File: src/hca_pkg.sv
// package for the hub configuration store and autoload sequencer
// assumes a byte-wide eeprom read port (address out, data back with a valid strobe)
package hca_pkg;
	// avalon word offsets of the register file
	localparam logic [3:0] OFF_PORTNUM   = 4'h0; // port numbering byte
	localparam logic [3:0] OFF_UPBOOST   = 4'h1; // upstream drive boost
	localparam logic [3:0] OFF_DNBOOST_H = 4'h2; // downstream port 5 boost
	localparam logic [3:0] OFF_DNBOOST_L = 4'h3; // downstream ports 4..2 boost
	localparam logic [3:0] OFF_STATCMD   = 4'h4; // status / command
	localparam logic [3:0] OFF_LOADSTAT  = 4'h5; // loader status, read only
	localparam logic [3:0] OFF_RELOAD    = 4'h6; // write 1: eeprom reload command
	localparam logic [3:0] OFF_MAC_LO    = 4'h7; // loaded mac, low 32 bits
	localparam logic [3:0] OFF_MAC_HI    = 4'h8; // loaded mac, high 16 bits
	localparam logic [3:0] OFF_ETHCFG    = 4'h9; // fs poll, hs poll, flags, max power
	localparam logic [3:0] OFF_PORTMAP   = 4'ha; // effective logical port numbers
	// field positions
	localparam int PORTSEL_BIT = 3; // port_renumber_select
	localparam int SOFTWARE_RESET_CMD_BIT    = 1; // software_reset_cmd
	localparam int ATTACH_BIT  = 0; // attach and write protect
	// reset values
	localparam logic [7:0] RST_PORTNUM  = 8'h00;
	localparam logic [7:0] RST_UPBOOST  = 8'h00;
	localparam logic [7:0] RST_DNBOOST  = 8'h00;
	localparam logic [7:0] RST_STATCMD  = 8'h01;
	localparam logic [47:0] DEF_MAC     = 48'hffff_ffff_ffff;
	localparam logic [7:0] DEF_FS_POLL  = 8'h01;
	localparam logic [7:0] DEF_HS_POLL  = 8'h04;
	localparam logic [7:0] DEF_CFGFLAGS = 8'h05;
	localparam logic [7:0] DEF_MAXPOWER = 8'h01;
	// eeprom layout
	localparam logic [7:0] SIGNATURE    = 8'ha5;
	localparam logic [7:0] EE_SIG       = 8'h00;
	localparam logic [7:0] EE_MAC0      = 8'h01; // six bytes 01h..06h
	localparam logic [7:0] EE_FS_POLL   = 8'h07;
	localparam logic [7:0] EE_HS_POLL   = 8'h08;
	localparam logic [7:0] EE_CFGFLAGS  = 8'h09;
	localparam logic [7:0] EE_PORTNUM   = 8'h28;
	localparam logic [7:0] EE_DIS_SELF  = 8'h2a;
	localparam logic [7:0] EE_DIS_BUS   = 8'h2b;
	localparam logic [7:0] EE_UPBOOST   = 8'h2c;
	localparam logic [7:0] EE_DNBOOST_H = 8'h2d;
	localparam logic [7:0] EE_DNBOOST_L = 8'h2e;
	localparam logic [7:0] EE_MAXPOWER  = 8'h33;
	localparam logic [7:0] EE_REMAP12   = 8'h36;
	localparam logic [7:0] EE_REMAP34   = 8'h37;
	localparam logic [7:0] EE_REMAP5    = 8'h38;
	// load scopes
	typedef enum logic [1:0] {
		HCA_SCOPE_FULL = 2'h0, // hub and ethernet
		HCA_SCOPE_MAC  = 2'h1, // mac only
		HCA_SCOPE_ETH  = 2'h2  // ethernet only
	} hca_scope_e;
	// loader states, one-hot
	typedef enum logic [4:0] {
		HCA_IDLE = 5'h01,
		HCA_REQ  = 5'h02,
		HCA_WAIT = 5'h04,
		HCA_NEXT = 5'h08,
		HCA_DONE = 5'h10
	} hca_state_e;
endpackage

File: src/hca_config_autoload.sv
// hub configuration store with reset-time eeprom autoload and avalon-mm slave
// assumes a simple eeprom reader outside: ee_rd_req/ee_addr, answered by ee_rd_valid/ee_rd_data
// also assumes the reader answers every request exactly once
// and that self_powered is a strap already in this clock's domain
`timescale 1ns/1ns

module hca_config_autoload (
	input  wire logic        clock,
	input  wire logic        rst,                   // power-on reset, synchronous
	input  wire logic        external_reset_pin_n,  // asynchronous pin
	input  wire logic        usb_bus_reset,         // pulse from hub core
	input  wire logic        self_powered,          // strap level, same domain
	// avalon-mm slave
	input  wire logic [5:0]  avs_address,           // byte address
	input  wire logic        avs_read,
	input  wire logic        avs_write,
	input  wire logic [31:0] avs_writedata,
	input  wire logic [3:0]  avs_byteenable,
	output logic      [31:0] avs_readdata,
	output logic             avs_waitrequest,
	output logic      [1:0]  avs_response,
	// eeprom read port
	output logic             ee_rd_req,
	output logic      [7:0]  ee_addr,
	input  wire logic        ee_rd_valid,
	input  wire logic [7:0]  ee_rd_data,
	// outputs to hub and ethernet
	output logic             usb_attach,
	output logic      [1:0]  upstream_drive_level,
	output logic      [1:0]  second_port_drive_level,
	output logic      [1:0]  third_port_drive_level,
	output logic      [1:0]  fourth_port_drive_level,
	output logic      [1:0]  fifth_port_drive_level,
	output logic      [14:0] port_logical_num,      // 3 bits per physical port 1..5
	output logic      [47:0] mac_address,
	output logic             load_busy
);

	////////////////////////////////////////////////////////////////////////////
	// state
	// every field of the block lives in one packed struct:
	// synchroniser, hub bytes, ethernet bytes, loader and bus answer
	// so one flop bank carries the whole synchronous reset
	typedef struct packed {
		logic [2:0]          pin_sync;   // pin synchroniser
		logic                pin_level;  // agreed pin level
		logic [7:0]          portnum;
		logic [7:0]          upboost;
		logic [7:0]          dnboost_h;
		logic [7:0]          dnboost_l;
		logic                attach;
		logic                attach_wr;  // attach already written once
		logic [7:0]          dis_self;
		logic [7:0]          dis_bus;
		logic [7:0]          remap12;
		logic [7:0]          remap34;
		logic [7:0]          remap5;
		logic [47:0]         mac;
		logic [7:0]          fs_poll;
		logic [7:0]          hs_poll;
		logic [7:0]          cfgflags;
		logic [7:0]          maxpower;
		hca_pkg::hca_state_e st;
		hca_pkg::hca_scope_e scope;
		logic [7:0]          addr;
		logic                sig_ok;
		logic                req;
		logic                ack;        // bus answer strobe
		logic [31:0]         rdata;
	} hca_state_s;

	hca_state_s r;       // registered state
	hca_state_s next_r;  // next value

	// combinational helpers, given a value on every pass
	logic       pin_fall;      // hardware reset pin asserted
	logic       wr_go;         // write accepted this cycle
	logic [3:0] widx;          // word index
	logic [7:0] wb;            // byte lane 0 of write data
	logic [7:0] dis_set;       // active disable set
	logic [2:0] cnt;           // running logical number

	////////////////////////////////////////////////////////////////////////////
	// next-state logic
	always_comb begin
		next_r = r;
		// pin passes three flops; a change counts when stages two and three agree
		// stage one may be metastable and is read only by stage two
		next_r.pin_sync = {r.pin_sync[1:0], external_reset_pin_n};
		if (r.pin_sync[2] == r.pin_sync[1]) begin
			next_r.pin_level = r.pin_sync[2];
		end
		// a fall counts once; a glitch under two cycles is lost
		pin_fall = r.pin_level && (r.pin_sync[2] == r.pin_sync[1]) && !r.pin_sync[2];
		// word index and byte lane 0; upper lanes carry nothing
		widx = avs_address[5:2];
		wb   = avs_writedata[7:0];
		// exactly one wait state: the first cycle raises ack
		// a write lands on the edge that sees waitrequest low,
		// so an access dropped in its wait state changes nothing
		wr_go = avs_write && r.ack;
		// ack clears itself, so a held request starts afresh
		next_r.ack = (avs_read || avs_write) && !r.ack;
		// the eeprom request is a one-cycle pulse
		next_r.req = 1'b0;

		// bus write decode; config range locked while attached
		if (wr_go && avs_byteenable[0]) begin
			case (widx)
				// only the renumber select bit is kept
				hca_pkg::OFF_PORTNUM: begin
					if (!r.attach) next_r.portnum = wb & 8'h08;
				end
				// reserved bits are dropped, so they read zero
				hca_pkg::OFF_UPBOOST: begin
					if (!r.attach) next_r.upboost = wb & 8'h03;
				end
				// port 5 field only
				hca_pkg::OFF_DNBOOST_H: begin
					if (!r.attach) next_r.dnboost_h = wb & 8'h03;
				end
				// ports 4, 3 and 2; bits 1:0 stay zero
				hca_pkg::OFF_DNBOOST_L: begin
					if (!r.attach) next_r.dnboost_l = wb & 8'hfc;
				end
				hca_pkg::OFF_STATCMD: begin
					// attach may be written only once
					// the soft reset bit is handled further down
					if (!r.attach_wr) begin
						next_r.attach    = wb[hca_pkg::ATTACH_BIT];
						next_r.attach_wr = 1'b1;
					end
				end
				// a reload while a load runs is ignored
				hca_pkg::OFF_RELOAD: begin
					if (wb[0] && r.st == hca_pkg::HCA_IDLE) begin
						next_r.st    = hca_pkg::HCA_REQ;
						next_r.scope = hca_pkg::HCA_SCOPE_ETH;
						next_r.addr  = hca_pkg::EE_SIG;
					end
				end
				default: begin
				end
			endcase
		end

		// read mux; data is registered, so it shows the state
		// of the cycle before the answer
		// soft reset bit reads zero; unmapped words read zero
		case (widx)
			hca_pkg::OFF_PORTNUM:   next_r.rdata = {24'h0, r.portnum};
			hca_pkg::OFF_UPBOOST:   next_r.rdata = {24'h0, r.upboost};
			hca_pkg::OFF_DNBOOST_H: next_r.rdata = {24'h0, r.dnboost_h};
			hca_pkg::OFF_DNBOOST_L: next_r.rdata = {24'h0, r.dnboost_l};
			hca_pkg::OFF_STATCMD:   next_r.rdata = {30'h0, 1'b0, r.attach};
			hca_pkg::OFF_LOADSTAT:  next_r.rdata = {30'h0, r.sig_ok, r.st != hca_pkg::HCA_IDLE};
			hca_pkg::OFF_MAC_LO:    next_r.rdata = r.mac[31:0];
			hca_pkg::OFF_MAC_HI:    next_r.rdata = {16'h0, r.mac[47:32]};
			hca_pkg::OFF_ETHCFG:    next_r.rdata = {r.maxpower, r.cfgflags, r.hs_poll, r.fs_poll};
			hca_pkg::OFF_PORTMAP:   next_r.rdata = {17'h0, port_logical_num};
			default:                next_r.rdata = 32'h0;
		endcase

		// loader sequencer
		// idle: wait for a reset, usb reset or reload
		// req: one request pulse, address already standing
		// wait: hold the address until the reader answers
		// next: pick the following byte by scope, or finish
		// done: one cycle so busy falls cleanly
		// no timeout: a silent reader leaves the hub detached,
		// which is safer than attaching on half a load
		case (r.st)
			hca_pkg::HCA_IDLE: begin
			end
			hca_pkg::HCA_REQ: begin
				next_r.req = 1'b1;
				next_r.st  = hca_pkg::HCA_WAIT;
			end
			hca_pkg::HCA_WAIT: begin
				if (ee_rd_valid) begin
					next_r.st = hca_pkg::HCA_NEXT;
					// the signature decides whether more is fetched
					if (r.addr == hca_pkg::EE_SIG) begin
						next_r.sig_ok = (ee_rd_data == hca_pkg::SIGNATURE);
						if (ee_rd_data != hca_pkg::SIGNATURE) begin
							next_r.st = hca_pkg::HCA_DONE;
						end
					end else if (r.addr >= hca_pkg::EE_MAC0 && r.addr < hca_pkg::EE_FS_POLL) begin
						next_r.mac = {r.mac[39:0], ee_rd_data}; // first byte ends most significant
					end else begin
						// hub bytes come only in a full load
						case (r.addr)
							hca_pkg::EE_FS_POLL:   next_r.fs_poll   = ee_rd_data;
							hca_pkg::EE_HS_POLL:   next_r.hs_poll   = ee_rd_data;
							hca_pkg::EE_CFGFLAGS:  next_r.cfgflags  = ee_rd_data;
							hca_pkg::EE_MAXPOWER:  next_r.maxpower  = ee_rd_data;
							hca_pkg::EE_PORTNUM:   next_r.portnum   = ee_rd_data & 8'h08;
							hca_pkg::EE_DIS_SELF:  next_r.dis_self  = ee_rd_data;
							hca_pkg::EE_DIS_BUS:   next_r.dis_bus   = ee_rd_data;
							hca_pkg::EE_UPBOOST:   next_r.upboost   = ee_rd_data & 8'h03;
							hca_pkg::EE_DNBOOST_H: next_r.dnboost_h = ee_rd_data & 8'h03;
							hca_pkg::EE_DNBOOST_L: next_r.dnboost_l = ee_rd_data & 8'hfc;
							hca_pkg::EE_REMAP12:   next_r.remap12   = ee_rd_data;
							hca_pkg::EE_REMAP34:   next_r.remap34   = ee_rd_data;
							hca_pkg::EE_REMAP5:    next_r.remap5    = ee_rd_data;
							default: begin
							end
						endcase
					end
				end
			end
			hca_pkg::HCA_NEXT: begin
				// choose next address by scope; hub bytes only on full load
				// mac scope stops after the sixth mac byte;
				// ethernet scope jumps from the flags to max power
				next_r.st = hca_pkg::HCA_REQ;
				if (r.addr == 8'h06 && r.scope == hca_pkg::HCA_SCOPE_MAC) begin
					next_r.st = hca_pkg::HCA_DONE;
				end else if (r.addr == hca_pkg::EE_CFGFLAGS) begin
					if (r.scope == hca_pkg::HCA_SCOPE_FULL) begin
						next_r.addr = hca_pkg::EE_PORTNUM;
					end else begin
						next_r.addr = hca_pkg::EE_MAXPOWER;
					end
				end else if (r.addr == hca_pkg::EE_DNBOOST_L) begin
					next_r.addr = hca_pkg::EE_MAXPOWER;
				end else if (r.addr == hca_pkg::EE_MAXPOWER) begin
					if (r.scope == hca_pkg::HCA_SCOPE_FULL) begin
						next_r.addr = hca_pkg::EE_REMAP12;
					end else begin
						next_r.st = hca_pkg::HCA_DONE;
					end
				end else if (r.addr == hca_pkg::EE_REMAP5) begin
					next_r.st = hca_pkg::HCA_DONE;
				end else begin
					next_r.addr = r.addr + 8'h01;
				end
			end
			hca_pkg::HCA_DONE: begin
				next_r.st = hca_pkg::HCA_IDLE;
			end
			default: begin
				next_r.st = hca_pkg::HCA_IDLE;
			end
		endcase

		// usb reset restarts a mac-only load, even mid-load;
		// six new bytes replace the old mac, so none is cleared
		if (usb_bus_reset) begin
			next_r.st    = hca_pkg::HCA_REQ;
			next_r.scope = hca_pkg::HCA_SCOPE_MAC;
			next_r.addr  = hca_pkg::EE_SIG;
		end

		// soft reset: hub registers to defaults, attach kept, ethernet reload
		// attach survives: only the pin or power-on resets it, back to 1
		// a soft reset mid-load restarts from the signature
		if (wr_go && avs_byteenable[0] && widx == hca_pkg::OFF_STATCMD && wb[hca_pkg::SOFTWARE_RESET_CMD_BIT]) begin
			next_r.portnum   = hca_pkg::RST_PORTNUM;
			next_r.upboost   = hca_pkg::RST_UPBOOST;
			next_r.dnboost_h = hca_pkg::RST_DNBOOST;
			next_r.dnboost_l = hca_pkg::RST_DNBOOST;
			next_r.attach    = r.attach;
			next_r.attach_wr = r.attach_wr;
			next_r.mac       = hca_pkg::DEF_MAC;
			next_r.fs_poll   = hca_pkg::DEF_FS_POLL;
			next_r.hs_poll   = hca_pkg::DEF_HS_POLL;
			next_r.cfgflags  = hca_pkg::DEF_CFGFLAGS;
			next_r.maxpower  = hca_pkg::DEF_MAXPOWER;
			next_r.st        = hca_pkg::HCA_REQ;
			next_r.scope     = hca_pkg::HCA_SCOPE_ETH;
			next_r.addr      = hca_pkg::EE_SIG;
		end

		// power-on or pin reset: everything to defaults, then a full load
		// placed last so it wins over any write in the same cycle
		if (rst || pin_fall) begin
			next_r = '0;
			// power-on presets the synchroniser to the idle level,
			// so no false fall follows the release
			next_r.pin_sync  = rst ? 3'h7 : {r.pin_sync[1:0], external_reset_pin_n};
			// after a pin reset the level stays low until seen high
			next_r.pin_level = rst ? 1'b1 : 1'b0;
			next_r.portnum   = hca_pkg::RST_PORTNUM;
			next_r.upboost   = hca_pkg::RST_UPBOOST;
			next_r.dnboost_h = hca_pkg::RST_DNBOOST;
			next_r.dnboost_l = hca_pkg::RST_DNBOOST;
			next_r.attach    = hca_pkg::RST_STATCMD[hca_pkg::ATTACH_BIT];
			next_r.mac       = hca_pkg::DEF_MAC;
			next_r.fs_poll   = hca_pkg::DEF_FS_POLL;
			next_r.hs_poll   = hca_pkg::DEF_HS_POLL;
			next_r.cfgflags  = hca_pkg::DEF_CFGFLAGS;
			next_r.maxpower  = hca_pkg::DEF_MAXPOWER;
			next_r.st        = hca_pkg::HCA_REQ;
			next_r.scope     = hca_pkg::HCA_SCOPE_FULL;
			next_r.addr      = hca_pkg::EE_SIG;
		end
	end

	////////////////////////////////////////////////////////////////////////////
	// port numbering: remap bytes, or contiguous around disabled ports
	// a disabled port shows zero; enabled ports count from one
	// follows a strap change at once, with no reload
	// remap fields are passed on unchecked
	always_comb begin
		dis_set = self_powered ? r.dis_self : r.dis_bus;
		cnt = 3'h0;
		port_logical_num = 15'h0;
		if (r.portnum[hca_pkg::PORTSEL_BIT]) begin
			// nibble per port: 36h ports 1/2, 37h ports 3/4, 38h port 5
			port_logical_num = {r.remap5[2:0], r.remap34[6:4], r.remap34[2:0], r.remap12[6:4], r.remap12[2:0]};
		end else begin
			for (int i = 0; i < 5; i++) begin
				if (!dis_set[i + 1]) begin
					cnt = cnt + 3'h1;
					port_logical_num[3 * i +: 3] = cnt;
				end
			end
		end
	end

	////////////////////////////////////////////////////////////////////////////
	// registers; reset is folded into the next-state logic
	// so every field shares one synchronous reset path
	always_ff @(posedge clock) begin
		r <= next_r;
	end

	////////////////////////////////////////////////////////////////////////////
	// outputs
	// waitrequest is combinational: the first cycle stalls
	assign avs_readdata    = r.rdata;
	assign avs_waitrequest = (avs_read || avs_write) && !r.ack;
	assign avs_response    = 2'h0;
	assign ee_rd_req       = r.req;
	assign ee_addr         = r.addr;
	// attach held off while a load runs
	// so the host never sees half-loaded settings
	assign usb_attach      = r.attach && (r.st == hca_pkg::HCA_IDLE);
	assign load_busy       = r.st != hca_pkg::HCA_IDLE;
	// drive codes pass straight to the phys
	// 0 normal, then 4, 8 and 12 percent more drive
	assign upstream_drive_level    = r.upboost[1:0];
	assign fifth_port_drive_level  = r.dnboost_h[1:0];
	assign fourth_port_drive_level = r.dnboost_l[7:6];
	assign third_port_drive_level  = r.dnboost_l[5:4];
	assign second_port_drive_level = r.dnboost_l[3:2];
	// all ones until a programmed eeprom supplies one
	assign mac_address     = r.mac;

endmodule // hca_config_autoload

File: config.mk
export PLATFORM = sky130hd
export DESIGN_NAME = hca_config_autoload
export DESIGN_NICKNAME = d
export VERILOG_FILES = /design/src/hca_pkg.sv /design/src/hca_config_autoload.sv
export SDC_FILE = /design/constraint.sdc
export NUM_CORES = 1
export LEC_CHECK = 0
export ABC_AREA = 1
export BUFFER_PORTS_ARGS = -buffer_cell sky130_fd_sc_hd__buf_2
export CAP_MARGIN = 20
export CORE_MARGIN = 8
export CORE_UTILIZATION = 60
export DETAILED_ROUTE_END_ITERATION = 8
export GPL_TIMING_DRIVEN = 1
export PLACE_DENSITY = 0.82
export SYNTH_ARGS = -nofsm -noshare
export SYNTH_HDL_FRONTEND = slang
export SYNTH_SLANG_ARGS = --single-unit
File: constraint.sdc
create_clock -name clock -period 6.2 [get_ports clock]
set_clock_uncertainty 0.05 [all_clocks]
set_input_delay 1.24 -clock clock [delete_from_list [all_inputs] [get_ports clock]]
set_output_delay 1.24 -clock clock [all_outputs]
set_load 0.02 [all_outputs]
Word-level counts from Yosys, hierarchy flattened
Cells that the tools add are included.

Register bits: 208. Input port bits: 58.

Add/sub/neg operators: 5. Muxes and demuxes: 80. Equal/unequal tests: 33. $lt $le $gt $ge: 2. Reduce and logical (&&, ||, !) cells: 42. Bitwise operators: 4.

Operators by type and width (count): one-hot mux 32 bit (10 select lines) (1); two-way mux 120 bit (2); two-way mux 8 bit (28); two-way mux 208 bit (1); two-way mux 32 bit (5); two-way mux 125 bit (1); two-way mux 95 bit (1); equality test 8 x 6 -> 1 bit (second input constant) (10); two-way mux 15 bit (5); two-way mux 34 bit (2); two-way mux 48 bit (1); two-way mux 5 bit (9); AND reduction 5 bit (9); two-way mux 40 bit (1); two-way mux 3 bit (12); one-hot mux 5 bit (4 select lines) (1); equality test 4 x 3 -> 1 bit (second input constant) (4); equality test 8 x 3 -> 1 bit (second input constant) (2); equality test 8 x 4 -> 1 bit (second input constant) (2); adder 3 x 1 -> 3 bit (second input constant) (4); equality test 4 bit (second input constant) (3); AND reduction 3 bit (4); logical AND 1 bit (11); nonzero test 3 bit (3); other kinds (27) (44).

Longest topological paths before layout
Gate-level depths: netlist (run 1).

Depth after elaboration: 17. Gate-level depth with buffers: 18. Gate-level depth less buffers: 18.

Least setup slack after synthesis (run 1)
Ideal clock, no wire load.

Kind: input to output. Start: input self_powered. End: output port_logical_num[13]. Stages: 12. Data arrival time: 3.229 ns. Setup slack: 1.681 ns. Buffers on the path: 0. Cell sequence: inv_1 or2_2 o21ai_0 ha_1 inv_1 ha_1 inv_1 ha_1 nand2_1 nand2_1 ha_1 a22o_1.

Word-level cells in the longest chain between the ends: 15.

RTL lines: from (decl) (RTL line hca_config_autoload.sv:12) `input wire logic self_powered,`; two-way mux 6 bit (*) (RTL line hca_config_autoload.sv:306) `dis_set = self_powered ? r.dis_self : r.dis_bus;`; two-way mux 1 bit (RTL line hca_config_autoload.sv:314) `if (!dis_set[i + 1]) begin`; two-way mux 3 bit (RTL line hca_config_autoload.sv:309) `if (r.portnum[hca_pkg::PORTSEL_BIT]) begin`; adder 3 x 1 -> 3 bit (RTL line hca_config_autoload.sv:315) `cnt = cnt + 3'h1;`; two-way mux 3 bit (RTL line hca_config_autoload.sv:314); two-way mux 3 bit (RTL line hca_config_autoload.sv:309); adder 3 x 1 -> 3 bit (RTL line hca_config_autoload.sv:315); two-way mux 3 bit (RTL line hca_config_autoload.sv:314); two-way mux 3 bit (RTL line hca_config_autoload.sv:309); adder 3 x 1 -> 3 bit (RTL line hca_config_autoload.sv:315); two-way mux 3 bit (RTL line hca_config_autoload.sv:314); two-way mux 3 bit (RTL line hca_config_autoload.sv:309); adder 3 x 1 -> 3 bit (RTL line hca_config_autoload.sv:315); two-way mux 3 bit (*) (RTL line hca_config_autoload.sv:314); two-way mux 15 bit (*) (RTL line hca_config_autoload.sv:309); to (decl) (RTL line hca_config_autoload.sv:34) `output logic [14:0] port_logical_num,`.

Every way passes the cells marked *; elsewhere a longest branch is shown, timed or not. The select of a mux whose other input is x is not followed.

Final worst setup path (run 1)
Ends and elaborated chain as after synthesis.

==> results of run 1 <==
worst paths after layout:
check	from	endpoint	cells after the start
max	self_powered	port_logical_num[13]	14
min	r[205]$_DFF_P_	r[206]$_DFF_P_	1
max reg2reg	r[204]$_DFFE_PP_	r[65]$_SDFFE_PP0P_	7
min reg2reg	r[205]$_DFF_P_	r[206]$_DFF_P_	1
layer usage:
metal	wire, µm	track usage, %
met1	10800	33.6
met2	11800	40.1
met3	2380	6.05
met4	937	12.6
met5	0	0
per-stage QoR:
stage,setup slack [ns],std cells
final,1.21,1423
after global routing,1.06,1423
after CTS,1.23,1422
after detailed placement,1.24,1390
after global placement,1.30,1390
after floorplan,1.68,1198
cells by family (layout without fill, tap and decap cells):
kind of cell               Yosys count  count (layout)  share of synthesized area, %
adders and majority gates           12              12                          1.62
other                                1               2                        0.0403
and+or+nand+nor                    432             432                          21.0
buffers and inverters              289             326                          16.8
xor gates and xnor gates             3               3                         0.283
DFF                                193             193                          41.7
AOI/OAI and AO/OA                  267             267                          18.6
power groups by stage:
stage / registers (mW) / clock network (mW) / logic (mW)
CTS: 1.25 / 1.10 / 0.183
finish: 1.25 / 1.10 / 0.186
floorplan: 1.28 / 0 / 0.124
detailed placement: 1.28 / 0 / 0.182
global placement: 1.28 / 0 / 0.181
global route: 1.25 / 1.15 / 0.202
cell type report:
class                   count  area share (%)
multi-input cells         716            39.2
inverters                 144            5.51
clock inverters            13            1.45
repair buffers            150            7.74
clock buffers              19            4.49
well taps                 188            2.39
flip-flops and latches    193            39.3
sequential cells by signal, indices dropped and copies added (netlist names):
register                 cells
avs_readdata                32
ee_addr                      8
ee_rd_req                    1
fifth_port_drive_level       2
fourth_port_drive_level      2
mac_address                 48
r                           94
second_port_drive_level      2
third_port_drive_level       2
upstream_drive_level         2
placed cells by master, fill, tap and decap left out, drive strengths merged, types with 4 or more instances in the layout:
master,netlist,final
nand4,12,12
clkinvlp,0,4
nor2,77,77
a21oi,91,91
dfxtp,192,192
a221oi,6,6
nand2,249,249
clkbuf,12,19
o21a,4,4
nor3,33,33
a211oi,11,11
inv,141,149
o211ai,42,42
ha,12,12
o22ai,17,17
o21ai,81,81
nand3,49,49
buf,133,150
or2,7,7
worst reg2reg max path: cells and delay by family, from the launching register on:
kind	cells	cell delay (ns)
AOI/OAI and AO/OA	3	0.54
buffers and inverters	3	1.78
DFF	1	0.39
and+or+nand+nor	1	0.54
==> impl_metrics.tcl, run 1 <==
set metrics [dict create \
    outcome "finished, final reports clean" \
    path_cells "buf_2 -> inv_1 -> or2_2 -> o21ai_0 -> ha_1 -> inv_1 -> ha_1 -> inv_1 -> ha_1 -> nand2_1 -> nand2_1 -> ha_1 -> a22o_1 -> buf_2" \
    synth-async-reset-ratio_pct 0 \
    post-route-min-period_ns 4.99 \
    seq_power_share_pct 49.4 \
    synth.avg_cell_area_um2 7.77 \
    cts_tree "built" \
    num-fill-cells 1284 \
    maxSlewViolCount 0 \
    synth_edf_count 1 \
    antenna_cells 0 \
    required_ns 4.91 \
    startpoint_type "input pin" \
    yosys.area.top_type_share_pct 41.3 \
    route.detailed.drc 0 \
    ys_seq_elements 193 \
    synth.most_common_cell "nand2_1" \
    intPower_mw 1.88 \
    drtIter0Drc 904 \
    grt_max_degree 67 \
    netlist_top_cells_count "nand2_1 (242), dfxtp_1 (192), inv_1 (130)" \
    vias_per_cell 5.75 \
    maxCapViolCount 0 \
    io_pins 177 \
    hold_violations 0 \
    setup_tns_ns 0 \
    dp_hpwl_um 18900 \
    fmax_ghz 0.201 \
    synth_cell_types 52 \
    grt-ovfl-total 0 \
    syn_inst 1197 \
    post-cts-setup-buffer-count 0 \
    min_path_type "reg2reg" \
    cts_buffer_depth 2 \
    multiInputGateArea_mm2 0.00386 \
    postLayoutCoreUtil_pct 65.1 \
    clk_pin_slew_ns 0.07 \
    p_leak_nw 4.50 \
    critPathCaptureType "output port" \
    r2r_slack_ns 2.84 \
    hold_buffers 0 \
    track_usage_pct 26.0 \
    vias 8178 \
    path_buf_inv 5 \
    vdd_drop_max_mv 0.186 \
    p_sw_mw 0.655 \
    finalWirelength_um 26000 \
    yosysTopAreaCell "dfxtp_1" \
    die_w_um 140 \
    path_max_fanout 8 \
    cpMostUsedCell "ha_1" \
    seq_area_frac_synth_pct 41.7 \
    grt_pass1_vias 7588 \
    htreeDepth 4 \
    power_mw 2.54 \
    period_share_pct 80.4 \
    slowest_delay_ns 0.35 \
    finalSetupViolCount 0 \
    hold_slack_ns 0.362 \
    path_delay_family "adder cells" \
    routedWlPerCell_um 18.3 \
    root_buffer "clkbuf_16" \
    syn-cell-area_mm2 0.00930 \
    rsz0062_at_grt "no" \
    numPortBuffers 145 \
    swShare_pct 25.8 \
    dieHeight_um 140 \
    post_cts_resized 0 \
    clkPwrFrac_pct 43.3 \
    relSlewSlack_pct 41.2 \
    clk_latency_ns 0.44 \
    dr.pass1.iters 6 \
    yosys_warnings 0 \
    arrival_ns 3.70 \
    cts_buffers 17 \
    combPwrFrac_pct 7.3 \
    drt.antenna.violating_nets 0 \
    dieArea_mm2 0.0197 \
    antenna_found_initial 0 \
    num-nets-final 1292 \
    start_util_pct 61.4 \
    layout-drive-gt1-share_pct 20.8 \
    grt_pass1_wl_um 40700 \
    cp_slowest_cell "ha_1" \
    place_area_mm2 0.00927 \
    stdcell_area_mm2 0.00986 \
    rows 45 \
    p_per_area_mw_per_mm2 257 \
    area_growth_pct 6.08 \
    yosys-top-cells-area "dfxtp_1 (41%), nand2_1 (9.8%), buf_4 (8.5%)" \
    clock-sinks 193 \
    place.gp.congestion 0.922 \
    setup.worst_path.class "in2out" \
    seqCellArea_mm2 0.00387 \
    worst_pin_slew_ns 0.881 \
    ys.flop_type "dfxtp_1" \
    core-area_mm2 0.0151 \
]
Note: power is estimated with default switching activity, not from simulation.
==> run 2: changes to the inputs <==
--- a/config.mk
+++ b/config.mk
@@ -9,10 +9,10 @@
 export BUFFER_PORTS_ARGS = -buffer_cell sky130_fd_sc_hd__buf_2
 export CAP_MARGIN = 20
 export CORE_MARGIN = 8
-export CORE_UTILIZATION = 60
+export CORE_UTILIZATION = 56
 export DETAILED_ROUTE_END_ITERATION = 8
 export GPL_TIMING_DRIVEN = 1
-export PLACE_DENSITY = 0.82
+export PLACE_DENSITY = 0.78
 export SYNTH_ARGS = -nofsm -noshare
 export SYNTH_HDL_FRONTEND = slang
 export SYNTH_SLANG_ARGS = --single-unit
==> constraint.sdc (replaced) <==
create_clock -name clock -period 5 [get_ports clock]
set_clock_uncertainty 0.05 [all_clocks]
set_input_delay 1 -clock clock [delete_from_list [all_inputs] [get_ports clock]]
set_output_delay 1 -clock clock [all_outputs]
set_load 0.02 [all_outputs]
==> impl_metrics.tcl, run 2 (synthesis results as in run 1) <==
set metrics [dict create \
    worst_pin_slew_ns 0.826 \
    dieArea_mm2 0.0210 \
    maxSlewViolCount 0 \
    arrival_ns 3.40 \
    clk_pin_slew_ns 0.07 \
    vias_per_cell 5.53 \
    hold_violations 0 \
    period_share_pct 89.0 \
    critPathCaptureType "output port" \
    setup_ws_ns 0.548 \
    finalWirelength_um 26200 \
    num-nets-final 1292 \
    core-area_mm2 0.0164 \
    outcome "finished, final reports clean" \
    die_w_um 145 \
    antenna_cells 0 \
    startpoint_type "input pin" \
    fin_cells 1455 \
    cts_buffers 17 \
    post_cts_resized 0 \
    cts_buffer_depth 2 \
    drt.antenna.violating_nets 0 \
    cp_slowest_cell "ha_1" \
    rsz0062_at_grt "no" \
    fmax_ghz 0.225 \
    largest-register "r" \
    num-fill-cells 1472 \
    post-cts-setup-buffer-count 0 \
    finalSetupViolCount 0 \
    vias 8050 \
    route.detailed.drc 0 \
    clock-sinks 193 \
    layout-drive-gt1-share_pct 20.8 \
    routedWlPerCell_um 18.0 \
    slowest_delay_ns 0.30 \
    relSlewSlack_pct 44.9 \
    dp.cells 1423 \
    setup.worst_path.class "in2out" \
    min_path_type "reg2reg" \
    post-route-min-period_ns 4.45 \
    power_mw 3.17 \
    numPortBuffers 145 \
    area_growth_pct 6.73 \
    rows 47 \
    vdd_drop_max_mv 0.257 \
    start_util_pct 56.7 \
    postLayoutCoreUtil_pct 60.5 \
    dr.pass1.iters 8 \
    io_pins 177 \
    grt-ovfl-total 0 \
    htreeDepth 4 \
    drtIter0Drc 858 \
    hold_buffers 0 \
    met1_usage_pct 32.4 \
    path_max_fanout 8 \
    stdcell_area_mm2 0.00992 \
    track_usage_pct 25.2 \
    dp_hpwl_um 19000 \
    p_leak_nw 4.51 \
    met2_usage_pct 39.8 \
    maxCapViolCount 0 \
    final_common_cell "nand2_1" \
    hold_slack_ns 0.370 \
    grt_max_degree 96 \
    place_area_mm2 0.00933 \
    clk_latency_ns 0.45 \
    largest_reg_flops 94 \
    grtUsageMet3_pct 5.15 \
    grt_pass1_vias 7494 \
    path_cells "buf_2 -> inv_1 -> or2_2 -> o21a_1 -> inv_1 -> ha_1 -> inv_1 -> ha_1 -> inv_1 -> ha_1 -> nand2_1 -> nand2_1 -> ha_1 -> a22o_1 -> buf_2" \
    setup_tns_ns 0 \
    place.gp.congestion 0.924 \
    antenna_found_initial 0 \
    root_buffer "clkbuf_16" \
    dp_slack_ns 0.569 \
    top_usage_layer "met2" \
    final_cell_mix "nand2_1 (242), dfxtp_1 (192), buf_2 (145)" \
    p_per_area_mw_per_mm2 319 \
    grt_pass1_wl_um 40500 \
    dieHeight_um 145 \
    required_ns 3.95 \
    cts_tree "built" \
]
run 2: cell types whose count changed in the layout (fill, tap and decap cells not counted), sizes merged:
cell	change
clkbuf	+1
clkinv	+1
clkinvlp	-2
run 2: routing by layer:
layer  wire (µm)  up-vias
met2       12000      385
met3        2250       58
li1            -     3880
met4        1010        0
met5           0        -
met1       11000     3727
run 2: report_power, final:
| group | internal (mW) | switching (mW) | leakage, nW |
|---|---|---|---|
| clock network | 0.736 | 0.646 | 0.287 |
| registers | 1.55 | 0.00490 | 1.56 |
| logic | 0.0658 | 0.164 | 2.66 |
| total | 2.35 | 0.815 | 4.51 |
run 2: path summary, 6_finish.rpt:
check | start | end | slack (ns) | depth (start not counted)
max reg2reg | r[204]$_DFFE_PP_ | r[49]$_SDFF_PP0_ | 2.28 | 8
min reg2reg | r[205]$_DFF_P_ | r[206]$_DFF_P_ | 0.37 | 1
max | self_powered | port_logical_num[13] | 0.55 | 15
min | r[205]$_DFF_P_ | r[206]$_DFF_P_ | 0.37 | 1
run 2: final cells by class:
class	instances	area (µm²)	area share (%)
multi-input cells	716	3860	38.9
inverters	144	543	5.47
repair buffers	150	776	7.82
clock inverters	12	136	1.37
flip-flops and latches	193	3870	39.0
well taps	220	275	2.77
clock buffers	20	457	4.60
run 2: critical path: cells and delay by family:
family          cells  cell delay (ns)
fa+ha+maj           4             1.15
buf+inv             6             0.60
compound gates      2             0.40
simple gates        3             0.26
==> run 3: changes to the inputs <==
--- a/config.mk
+++ b/config.mk
@@ -13,6 +13,7 @@
 export DETAILED_ROUTE_END_ITERATION = 8
 export GPL_TIMING_DRIVEN = 1
 export PLACE_DENSITY = 0.78
+export REMOVE_ABC_BUFFERS = 1
 export SYNTH_ARGS = -nofsm -noshare
 export SYNTH_HDL_FRONTEND = slang
 export SYNTH_SLANG_ARGS = --single-unit
==> impl_metrics.tcl, run 3 (synthesis results as in run 1) <==
set metrics [dict create \
    clock-sinks 193 \
    holdPathEnd "r[206]$_DFF_P_" \
    clk_latency_ns 0.43 \
    startpoint_type "input pin" \
    vdd_drop_max_mv 0.274 \
    layout-drive-gt1-share_pct 20.8 \
    post_cts_resized 0 \
    required_ns 3.95 \
    grt-ovfl-total 0 \
    largest_reg_flops 94 \
    htreeDepth 4 \
    hold_slack_ns 0.371 \
    p_leak_nw 4.50 \
    grt_pass1_vias 7621 \
    cts_buffers 17 \
    dieHeight_um 145 \
    vias_per_cell 5.66 \
    postLayoutCoreUtil_pct 60.3 \
    p_per_area_mw_per_mm2 317 \
    final_cell_mix "nand2_1 (242), dfxtp_1 (192), buf_2 (145)" \
    period_share_pct 91.0 \
    r2r-start "r[204]$_DFFE_PP_" \
    antenna_found_initial 1 \
    num-nets-final 1293 \
    drtIter0Drc 974 \
    dieArea_mm2 0.0210 \
    hp-start "r[205]$_DFF_P_" \
    post-route-min-period_ns 4.55 \
    rsz0062_at_grt "no" \
    hold_depth 1 \
    numPortBuffers 145 \
    route.detailed.drc 0 \
    maxCapViolCount 0 \
    clk_pin_slew_ns 0.07 \
    final_common_cell "nand2_1" \
    reg2reg_depth 6 \
    vias 8247 \
    maxSlewViolCount 0 \
    io_pins 177 \
    setup.worst_path.class "in2out" \
    grt_max_degree 59 \
    rows 47 \
    worst_pin_slew_ns 1.00 \
    start_util_pct 56.7 \
    outcome "finished, final reports clean" \
    largest-register "r" \
    path_max_fanout 8 \
    finalSetupViolCount 0 \
    dp_hpwl_um 18700 \
    drt.antenna.violating_nets 0 \
    grt_pass1_wl_um 40700 \
    routedWlPerCell_um 18.0 \
    hold_violations 0 \
    root_buffer "clkbuf_16" \
    cts_tree "built" \
    arrival_ns 3.50 \
    reg2reg_to "r[62]$_SDFFE_PP0P_" \
    finalWirelength_um 26300 \
    dr.pass1.iters 6 \
    hold_buffers 0 \
    post-cts-setup-buffer-count 0 \
    r2r_slack_ns 1.96 \
    relSlewSlack_pct 33.2 \
    min_path_type "reg2reg" \
    core-area_mm2 0.0164 \
    setup_tns_ns 0 \
    track_usage_pct 25.0 \
    area_growth_pct 6.47 \
    place.gp.congestion 0.897 \
    critPathCaptureType "output port" \
    power_mw 3.14 \
    die_w_um 145 \
    fmax_ghz 0.220 \
    cts_buffer_depth 2 \
]
## run 3: changes by cell type in the layout (fill, tap and decap cells not counted), moves of 2 or more
cell and delta:
buf_4 +2, clkinv_4 +2, inv_6 -2, inv_8 -2
## run 3: how the worst max path moves through the flow
| stage | start | endpoint | depth (start not counted) |
|---|---|---|---|
| global placement | self_powered | port_logical_num[14] | 16 |
| global route | self_powered | port_logical_num[14] | 17 |
| detailed placement | self_powered | port_logical_num[14] | 16 |
| finish | self_powered | port_logical_num[14] | 16 |
| CTS | self_powered | port_logical_num[14] | 16 |
| floorplan | rst | ee_addr[4]$_SDFF_PP0_ | 7 |
## run 3: layer usage
layer	wire length, µm	track usage (%)
met1	10700	31.4
met2	12100	40.4
met3	2650	5.74
met4	770	10.6
met5	0	0
## run 3: critical path, stage by stage
cell and delay [ns]:
buf_2 0.15, inv_1 0.10, or2_2 0.27, o21ai_0 0.21, ha_1 0.34, inv_1 0.06
ha_1 0.24, inv_1 0.07, ha_1 0.22, nand2_1 0.08, nand2_1 0.06, ha_1 0.19
nand3_1 0.08, nand3_1 0.08, nand2_1 0.16, buf_2 0.20
## run 3: stage by stage
step / std cells / instance area [µm²] / setup slack, ns
after floorplan: 1053 / 8280 / 0.0647
after global placement: 1424 / 9320 / 0.531
after detailed placement: 1424 / 9320 / 0.462
after CTS: 1456 / 9900 / 0.442
after global routing: 1457 / 9900 / 0.249
final: 1457 / 9900 / 0.450
## run 3: area by class of cell
class,count,area (µm²)
clock inverter,12,125
tap,220,275
multi-input combinational,716,3860
sequential,193,3870
clock buffer,20,447
inverter,144,543
fill,1464,6510
antenna,1,2.50
timing repair buffer,151,771
## run 3: where the power goes
group,switching (mW),internal (mW),total (mW)
Combinational,0.168,0.0653,0.234
Clock,0.637,0.715,1.35
Sequential,0.00463,1.55,1.55
